`src/verilog/mbc_pkg.sv`:
```
// Purpose: Constants for the miscellaneous bus configuration register
// Assumes: Configuration space addressed by byte offset, dword aligned
// Notes:   Command codes follow conventional bus command encoding
package mbc_pkg;
	// ==========================================================
	// Register map
	localparam logic [7:0]  MISC_CFG_OFFSET = 8'hf0;
	localparam logic [31:0] MISC_CFG_RESET  = 32'h0000_0a90;

	// ==========================================================
	// Field positions
	localparam int WAKE_UNPOWERED_BIT = 15;
	localparam int BUS_REV23_BIT      = 11;
	localparam int WAKE_IGNORE_BIT    = 10;
	localparam int RD_SEL_HI          = 9;
	localparam int RD_SEL_LO          = 8;
	localparam int PM_REV_BIT         = 7;
	localparam int LOW_CTRL_HI        = 4;

	// ==========================================================
	// Field defaults
	localparam logic       WAKE_UNPOWERED_VAL = 1'b0;
	localparam logic       BUS_REV23_VAL      = 1'b1;
	localparam logic       WAKE_IGNORE_RST    = 1'b0;
	localparam logic [1:0] RD_SEL_RST         = 2'h2;
	localparam logic       PM_REV_RST         = 1'b1;
	localparam logic [4:0] LOW_CTRL_RST       = 5'h10;

	// ==========================================================
	// Read command selection codes
	localparam logic [1:0] RD_SEL_LINE     = 2'h0;
	localparam logic [1:0] RD_SEL_PLAIN    = 2'h1;
	localparam logic [1:0] RD_SEL_MULTIPLE = 2'h2;

	// Bus command encodings issued by the master
	localparam logic [3:0] CMD_MEM_READ      = 4'h6;
	localparam logic [3:0] CMD_MEM_READ_LINE = 4'he;
	localparam logic [3:0] CMD_MEM_READ_MULT = 4'hc;

	// Longest read that always uses a plain memory read
	localparam logic [7:0] SHORT_READ_PHASES = 8'h02;

	// Power-management revision codes
	localparam logic [2:0] PM_REV_11 = 3'h2;
	localparam logic [2:0] PM_REV_12 = 3'h3;
endpackage

```
`src/verilog/mbc_misc_config.sv`:
```
// Purpose: Miscellaneous bus configuration register and the controls it steers
// Assumes: REF_CLK 25 MHz, RESET synchronous active high (power-on reset)
// Notes:   Bus reset and global reset pins are synchronised before use
//
// Notes on behaviour
// - Upper sixteen bits read zero, ignore writes
// - Bit 15 reads constant zero
// - Bits 14 to 12 read zero
// - Bit 11 reads constant one
// - Bit 10 mirrored to vendor bit 26
// - Bit 10 set lets wake bypass global enable
// - Bits 9-8 pick long read command
// - Short reads always use plain memory read
// - Bit 7 zero reports revision 010b
// - Bit 7 one reports revision 011b
// - Bits 9-7 return to 101b only on fundamental reset
// - Fundamental reset follows bus or global reset
// - Register reads 0000 0A90h after reset
`timescale 1ns/1ps
module mbc_misc_config (
	input  wire logic        REF_CLK,          // 25 MHz clock
	input  wire logic        RESET,            // Power-on reset, active high
	input  wire logic        SOFT_RESET,       // Function reset, not fundamental
	input  wire logic        PERST_N,          // Bus reset pin, active low
	input  wire logic        GLOBAL_RESET_INPUT_N,           // Global reset pin, active low
	input  wire logic        CFG_WR,           // Config write strobe
	input  wire logic        CFG_RD,           // Config read strobe
	input  wire logic [7:0]  CFG_ADDR,         // Config byte offset
	input  wire logic [3:0]  CFG_BE,           // Byte enables
	input  wire logic [31:0] CFG_WDATA,        // Write data
	output logic      [31:0] CFG_RDATA,        // Read data
	output logic             CFG_RVALID,       // Read data valid pulse
	output logic             CFG_HIT,          // Read hit this register
	input  wire logic        IRQ_PENDING,      // Any unmasked interrupt pending
	input  wire logic        GLOBAL_IRQ_ENABLE, // Global interrupt enable
	output logic             WAKE_REQ,         // Wake event request
	output logic             VENDOR_BIT26,     // Mirror for vendor id bit 26
	input  wire logic        MST_RD_REQ,       // Master read request pulse
	input  wire logic [7:0]  MST_RD_PHASES,    // Data phases of the read
	output logic      [3:0]  MST_RD_CMD,       // Command for the read
	output logic             MST_CMD_VALID,    // Command valid pulse
	output logic      [2:0]  PM_VERSION,       // Reported pm revision
	output logic             FUND_RESET_N      // Fundamental reset, active low
);
	// ==========================================================
	// Reset pin synchronisers
	logic perst_m_q;
	logic perst_s_q;
	logic global_reset_input_m_q;
	logic global_reset_input_s_q;
	logic fund_q;

	always_ff @(posedge REF_CLK) begin
		if (RESET) begin
			perst_m_q <= 1'b1;
			perst_s_q <= 1'b1;
			global_reset_input_m_q  <= 1'b1;
			global_reset_input_s_q  <= 1'b1;
		end else begin
			perst_m_q <= PERST_N;
			perst_s_q <= perst_m_q;
			global_reset_input_m_q  <= GLOBAL_RESET_INPUT_N;
			global_reset_input_s_q  <= global_reset_input_m_q;
		end
	end

	wire fund_now = RESET | ~perst_s_q | ~global_reset_input_s_q;

	always_ff @(posedge REF_CLK) begin
		fund_q <= fund_now;
	end

	// ==========================================================
	// Write decode
	wire hit    = CFG_ADDR == mbc_pkg::MISC_CFG_OFFSET;
	wire rd_hit = CFG_RD & hit;
	wire wr_b1  = CFG_WR & hit & CFG_BE[1];
	wire wr_b0  = CFG_WR & hit & CFG_BE[0];

	// ==========================================================
	// Register storage
	logic       wake_ignore_q;
	logic       wake_ignore_d;
	logic [1:0] rd_sel_q;
	logic [1:0] rd_sel_d;
	logic       pm_rev_q;
	logic       pm_rev_d;
	logic [4:0] low_ctrl_q;
	logic [4:0] low_ctrl_d;

	// Soft reset wins over a write to bit 10 in the same cycle
	assign wake_ignore_d = SOFT_RESET ? mbc_pkg::WAKE_IGNORE_RST :
		(wr_b1 ? CFG_WDATA[mbc_pkg::WAKE_IGNORE_BIT] : wake_ignore_q);
	assign rd_sel_d      = wr_b1 ?
		CFG_WDATA[mbc_pkg::RD_SEL_HI:mbc_pkg::RD_SEL_LO] : rd_sel_q;
	assign pm_rev_d      = wr_b0 ? CFG_WDATA[mbc_pkg::PM_REV_BIT] : pm_rev_q;
	assign low_ctrl_d    = wr_b0 ? CFG_WDATA[mbc_pkg::LOW_CTRL_HI:0] : low_ctrl_q;

	always_ff @(posedge REF_CLK) begin
		if (fund_now) begin
			wake_ignore_q <= mbc_pkg::WAKE_IGNORE_RST;
		end else begin
			wake_ignore_q <= wake_ignore_d;
		end
	end

	always_ff @(posedge REF_CLK) begin
		if (fund_now) begin
			rd_sel_q <= mbc_pkg::RD_SEL_RST;
		end else begin
			rd_sel_q <= rd_sel_d;
		end
	end

	always_ff @(posedge REF_CLK) begin
		if (fund_now) begin
			pm_rev_q <= mbc_pkg::PM_REV_RST;
		end else begin
			pm_rev_q <= pm_rev_d;
		end
	end

	always_ff @(posedge REF_CLK) begin
		if (fund_now) begin
			low_ctrl_q <= mbc_pkg::LOW_CTRL_RST;
		end else begin
			low_ctrl_q <= low_ctrl_d;
		end
	end

	// ==========================================================
	// Read image
	wire [31:0] image = {16'h0000,
		mbc_pkg::WAKE_UNPOWERED_VAL,
		3'h0,
		mbc_pkg::BUS_REV23_VAL,
		wake_ignore_q, rd_sel_q, pm_rev_q,
		2'h0, low_ctrl_q};

	logic [31:0] rdata_q;
	logic        rvalid_q;
	logic        hit_q;
	wire  [31:0] rdata_d = rd_hit ? image : 32'h0000_0000;

	always_ff @(posedge REF_CLK) begin
		if (RESET) begin
			rdata_q <= 32'h0000_0000;
		end else begin
			rdata_q <= rdata_d;
		end
	end

	always_ff @(posedge REF_CLK) begin
		if (RESET) begin
			rvalid_q <= 1'b0;
			hit_q    <= 1'b0;
		end else begin
			rvalid_q <= CFG_RD;
			hit_q    <= rd_hit;
		end
	end

	assign CFG_RDATA  = rdata_q;
	assign CFG_RVALID = rvalid_q;
	assign CFG_HIT    = hit_q;

	// ==========================================================
	// Consumers of the controls
	logic       wake_q;
	logic       vendor_q;
	logic [3:0] cmd_q;
	logic       cmd_valid_q;
	logic [2:0] pm_ver_q;
	logic       fund_n_q;

	wire       wake_d    = IRQ_PENDING & (GLOBAL_IRQ_ENABLE | wake_ignore_q);
	wire       vendor_d  = wake_ignore_q;
	wire       short_rd  = MST_RD_PHASES <= mbc_pkg::SHORT_READ_PHASES;
	wire       sel_line  = rd_sel_q == mbc_pkg::RD_SEL_LINE;
	wire       sel_plain = rd_sel_q == mbc_pkg::RD_SEL_PLAIN;
	// Code 11 falls through to the multiple-line default
	wire [3:0] long_cmd  = sel_line ? mbc_pkg::CMD_MEM_READ_LINE :
		(sel_plain ? mbc_pkg::CMD_MEM_READ : mbc_pkg::CMD_MEM_READ_MULT);
	wire [3:0] sel_cmd   = short_rd ? mbc_pkg::CMD_MEM_READ : long_cmd;
	wire [3:0] cmd_d     = MST_RD_REQ ? sel_cmd : cmd_q;
	wire [2:0] pm_ver_d  = pm_rev_q ? mbc_pkg::PM_REV_12 :
		mbc_pkg::PM_REV_11;

	always_ff @(posedge REF_CLK) begin
		if (RESET) begin
			wake_q   <= 1'b0;
			vendor_q <= mbc_pkg::WAKE_IGNORE_RST;
		end else begin
			wake_q   <= wake_d;
			vendor_q <= vendor_d;
		end
	end

	always_ff @(posedge REF_CLK) begin
		if (RESET) begin
			cmd_q <= mbc_pkg::CMD_MEM_READ;
		end else begin
			cmd_q <= cmd_d;
		end
	end

	always_ff @(posedge REF_CLK) begin
		if (RESET) begin
			cmd_valid_q <= 1'b0;
		end else begin
			cmd_valid_q <= MST_RD_REQ;
		end
	end

	always_ff @(posedge REF_CLK) begin
		if (RESET) begin
			pm_ver_q <= mbc_pkg::PM_REV_12;
		end else begin
			pm_ver_q <= pm_ver_d;
		end
	end

	always_ff @(posedge REF_CLK) begin
		if (RESET) begin
			fund_n_q <= 1'b0;
		end else begin
			fund_n_q <= ~fund_q;
		end
	end

	assign WAKE_REQ      = wake_q;
	assign VENDOR_BIT26  = vendor_q;
	assign MST_RD_CMD    = cmd_q;
	assign MST_CMD_VALID = cmd_valid_q;
	assign PM_VERSION    = pm_ver_q;
	assign FUND_RESET_N  = fund_n_q;
endmodule

```
`config.mk`:
```
export PLATFORM = sky130hd
export DESIGN_NAME = mbc_misc_config
export DESIGN_NICKNAME = d
export VERILOG_FILES = /design/src/verilog/mbc_pkg.sv /design/src/verilog/mbc_misc_config.sv
export SDC_FILE = /design/constraint.sdc
export NUM_CORES = 1
export LEC_CHECK = 0
export BUFFER_PORTS_ARGS = -buffer_cell sky130_fd_sc_hd__buf_2
export CAP_MARGIN = 5
export CORE_UTILIZATION = 40
export DETAILED_ROUTE_END_ITERATION = 16
export PLACE_DENSITY = 0.83
export SKIP_LAST_GASP = 1
export SYNTH_ARGS = -nofsm -noshare
export SYNTH_HDL_FRONTEND = slang
export SYNTH_SLANG_ARGS = --single-unit
```
`constraint.sdc`:
```
create_clock -name REF_CLK -period 3.55 [get_ports REF_CLK]
set_input_delay 0.355 -clock REF_CLK [delete_from_list [all_inputs] [get_ports REF_CLK]]
set_output_delay 0.355 -clock REF_CLK [all_outputs]
set_load 0.005 [all_outputs]
```
---- After elaboration in Yosys (flattened, before gate mapping) ----
Index checks and enable logic that the tools add are counted.
cells by class
  order comparisons ....................... 1
  mux-type cells .......................... 5
  bitwise gates (word level) .............. 12
  eq/ne operators ......................... 2
  reductions and logical operators ........ 3
operators by type and width
  cell                number
  $mux 12             1
  $mux 4              3
  $eq 8x8->1 const B  1
  $le 8x2->1 const B  1
  $and 1x1->1         5
  $not 1->1           4
  $reduce_or 2->1     2
  $or 1x1->1          3
  $eq 2x1->1 const B  1
  $logic_not 2->1     1
  $mux 1              1
storage, ports and cells
  output and inout port bits .............. 45
  input port bits ......................... 62
  word-level logic and storage cells ...... 42
  flip-flop bits (word level) ............. 59

---- Logic depth before layout (Yosys ltp) ----
  depth in word-level cells ............... 4
  gate-level depth with buffers ........... 4
  depth with buffers taken out ............ 4

---- Worst setup path before layout ----
No wires, ideal clock.
  path kind ............................... input port to flip-flop
  start ................................... input CFG_ADDR[1]
  end ..................................... register rd_sel_q[1]
  required time ........................... 3.431 ns
  stages on the path ...................... 4
  setup time .............................. 0.119 ns
  arrival time ............................ 1.535 ns
  path slack .............................. 1.896 ns
  buffers on the path ..................... 1
  path through ............................ or4_4 or4_1 buf_2 mux2i_1
on the way
  longest elaborated chain between the ends .. 3
RTL lines
  what                       line                    source
  from (decl)                mbc_misc_config.sv:28   input wire logic [7:0] CFG_ADDR,
  $eq 8x8->1                 mbc_misc_config.sv:75   wire hit = CFG_ADDR == mbc_pkg::MISC_CFG_OFFSET;
  $and 1x1->1 (2 in series)  mbc_misc_config.sv:77   wire wr_b1 = CFG_WR & hit & CFG_BE[1];
  to (signal assigned)       mbc_misc_config.sv:109  rd_sel_q <= mbc_pkg::RD_SEL_RST;
  to (signal assigned)       mbc_misc_config.sv:111  rd_sel_q <= rd_sel_d;
  to (decl)                  mbc_misc_config.sv:84   logic [1:0] rd_sel_q;
Every way passes these cells.
A chain may end at the register's enable or synchronous reset.

---- Worst setup path in the final report ----
  start ................................... input CFG_ADDR[1]
  end ..................................... register rdata_q[3], in the netlist CFG_RDATA[3]
on the way
  longest elaborated chain between the ends .. 4
RTL lines
  what                       line                    source
  $eq 8x8->1                 mbc_misc_config.sv:75
  $and 1x1->1                mbc_misc_config.sv:76   wire rd_hit = CFG_RD & hit;
  $not 1->1 (no line)        -
  $reduce_or 2->1 (no line)  -
  to (signal assigned)       mbc_misc_config.sv:149  rdata_q <= rdata_d;
  to (decl)                  mbc_misc_config.sv:140  logic [31:0] rdata_q;
Every way passes these cells.

==> results list <==
- The flow ran to the end, and the final reports show no timing, DRC or antenna violations.
* Fraction of post-synthesis cell area in the top cell type by area: 49.8%
- For this block, the initial DRC count from the detailed router was 26.
- The count of buffers added on input and output ports is 55.
* Routed WL: 2.14 mm
- At the pin with the least slew margin, the transition time is 0.741 ns.
- Placer's final routability congestion estimate: 0.721
- The number of antenna violations at the first check in global routing came to 0.
* Top Metal Used: met4
- Metal2 WL: 973 um
- Die Y-Extent: 58.7 um
- In this run the remaining antenna-violating nets after routing total 0.
- Vias after detailed routing: 961
* Starting density of the core: 42.1%
- The net count of the finished layout is 250.
- Sequential-to-total area share from yosys stat: 49.8%
- I/O pin count: about 110
- Post-synthesis sequential element count: 32
- The first global-routing pass estimated 3.09 mm of wire.
- Gates resized during post-CTS repair numbered 0.
- Headroom to the max-slew limit: about half
* Clock latency on the worst-skew pair: around 0.33 ns
- After detailed routing, the average wire length per cell comes to about 9.2 um.
- Worst Path Max Fanout: 10
- With fillers left out, the area of the finished cells amounts to ~0.0016 sq mm.
- Crit path setup slack, layout: 1.93 ns
- Clock-pin slew was measured on the worst setup and hold paths at 0.09 ns.
- Classification of the worst setup path: in -> reg
- The number of pins exceeding their max-slew limit in the final report came to 0.
* Post-layout min period: 1.62 ns
- For this run, the number of Yosys warnings is 0.
- The library cell used most frequently in the layout, excluding fill and tap cells, is sky130_fd_sc_hd__buf_2.
- DRC viols: 0
* First element of the critical path: CFG_ADDR[1]
* Number of unique standard cell types used by synthesis: 25
* Mapped Avg Cell Area: 9.74 sq um
* Setup repair after global routing missed its margin: false
- The die covers approximately 0.0034 sq mm.
* Master cell of the clock root buffer: sky130_fd_sc_hd__clkbuf_4
- Grt ovf: 0
* Core footprint: 0.00305 sq mm
* Buffers inserted by post-CTS timing repair: 0
- Maximum clock frequency: 0.617 GHz
- Synthesized instance count: 132
- The detailed router put a total of slightly below 900 um of wire on met1.
- Row generation in the floorplan step produced 20 rows.
* Synth area leaders: sky130_fd_sc_hd__dfxtp_1, sky130_fd_sc_hd__buf_4, sky130_fd_sc_hd__mux2i_1
- Prior to clock tree synthesis, the placed netlist has a worst setup slack of 1.58 ns.
* Count of clock tree sinks: 32
- Leading cell types in the layout, fill and taps excluded: sky130_fd_sc_hd__buf_2, sky130_fd_sc_hd__dfxtp_1, sky130_fd_sc_hd__conb_1
- The worst register-to-register path begins at perst_s_q.
- IR drop worst, VDD: 0.126 mV
* Maxcap violations: 0
- Setup violations remaining at the end of the flow were counted as 0.
- In the detailed route, the total length drawn on met3 is 255 um.
- Critical Path AT: 1.89 ns
- First-pass DRT Iterations: 6
- In this run the cell area measured after placement is 0.00149 sq mm.
* Post-Route Hold Slack: 0.201 ns
- H-Tree Depth: 2
- Setup total negative slack on the finished layout was measured at 0 ns.
- Summed over all cells, the static leakage comes to 0.788 nW.
- Hold buffer count at CTS: 0
- Area growth from synthesis to layout: 20.7%
- Data required time of the critical path: 3.82 ns
* GRT Total Usage: 12.6%
- The final hold violation count is 0.
- CTS tree: done
- The worst setup path is captured at a flop.
- In this run the deepest clock path goes through 2 buffers.
* Width of the die: 58.7 um
* Top cell type by total area after synthesis: sky130_fd_sc_hd__dfxtp_1
* Hold Path Origin: GLOBAL_RESET_INPUT_N
- Total of fill cells in the finished design: between 200 and 300
- Buffers inserted during clock tree synthesis total 5.
- Portion of the clock cycle consumed by the worst path in the final layout: 45.7%
- For this design the ratio of total power to cell area is 406 mW/mm^2.
- Via density: 4.12
- Min-delay worst type: in -> reg
* Cell area after technology mapping: ~0.0013 sq mm
- Startpoint class of the critical path: input pin
* Post-DP HPWL: 1.59 mm
* N_diodes: 0
- Entering global routing, the biggest net connects 16 pins.
- Fraction of layout cells with a size suffix above 1: 37.6%
- Via count of the first global-routing pass: between 700 and 800
* Core utilization of the finished layout: between 50% and 60%
- Across the routed clock network, the largest skew measured is 0.0112 ns.
## metal layers
| layer | GRT usage [%] | vias up |
|---|---|---|
| li1 | - | 483 |
| met1 | 11.4 | 409 |
| met2 | 23.0 | 62 |
| met3 | 5.93 | 7 |
| met4 | 7.14 | 0 |
| met5 | 0 | - |
## metrics by stage
stage                     std cells  power (W)
after global routing            233   0.000661
after global placement          225   0.000425
after CTS                       233   0.000633
after floorplan                 156   0.000420
final                           233   0.000630
after detailed placement        225   0.000426
## cell usage after synthesis, drive strengths merged
cell / instances
nor3: 1
nor3b: 2
clkbuf: 2
and3b: 1
or2: 5
mux2i: 9
o21bai: 1
a211oi: 1
nor4b: 1
conb: 2
nor2b: 4
a21oi: 2
dfxtp: 32
inv: 3
a21o: 1
or4: 2
and2: 9
nor4bb: 1
nor4: 1
nand2: 14
buf: 28
nand4: 1
nor2: 9
## path summary, 6_finish.rpt
path	end	slack [ns]	cells past startpoint
max	CFG_RDATA[3]	1.93	4
min	global_reset_input_m_q	0.20	2
max reg2reg	pm_rev_q	2.29	4
min reg2reg	FUND_RESET_N	0.41	1
## registers in the layout (all words and copies together) (netlist names), 2 cells and up
name / count
rd_sel_q: 2
CFG_RDATA: 10
MST_RD_CMD: 2
low_ctrl_q: 5
## where the power goes
part / total, W / internal [W] / leakage (nW) / switching, W
Clock: 0.000212 / 0.0000940 / 0.0380 / 0.000118
Sequential: 0.000368 / 0.000366 / 0.261 / 0.00000185
Combinational: 0.0000505 / 0.0000243 / 0.489 / 0.0000261
Total: 0.000630 / 0.000484 / 0.788 / 0.000146
## cells by family after synthesis
family / count (synthesis) / synth area share [%]
muxes: 9 / 7.00
and+or+nand+nor: 51 / 22.5
DFF: 32 / 49.8
other: 2 / 0.584
buffers and inverters: 33 / 17.6
AOI/OAI and AO/OA: 5 / 2.53
## critical path, stage by stage
cell                      delay [ns]
sky130_fd_sc_hd__buf_2          0.09
sky130_fd_sc_hd__or4_4          0.56
sky130_fd_sc_hd__nor4b_2        0.65
sky130_fd_sc_hd__and2_1         0.23
## area by class of cell
cell class                 count  area [sq um]  share of cell area (%)
tap                           44          55.1                    3.55
inverter                       3          11.3                   0.725
sequential                    32           641                    41.3
multi-input combinational     91           509                    32.8
clock buffer                   6          51.3                    3.30
timing repair buffer          55           275                    17.7
clock inverter                 2          10.0                   0.645
Note: power is estimated with default switching activity, not from simulation.
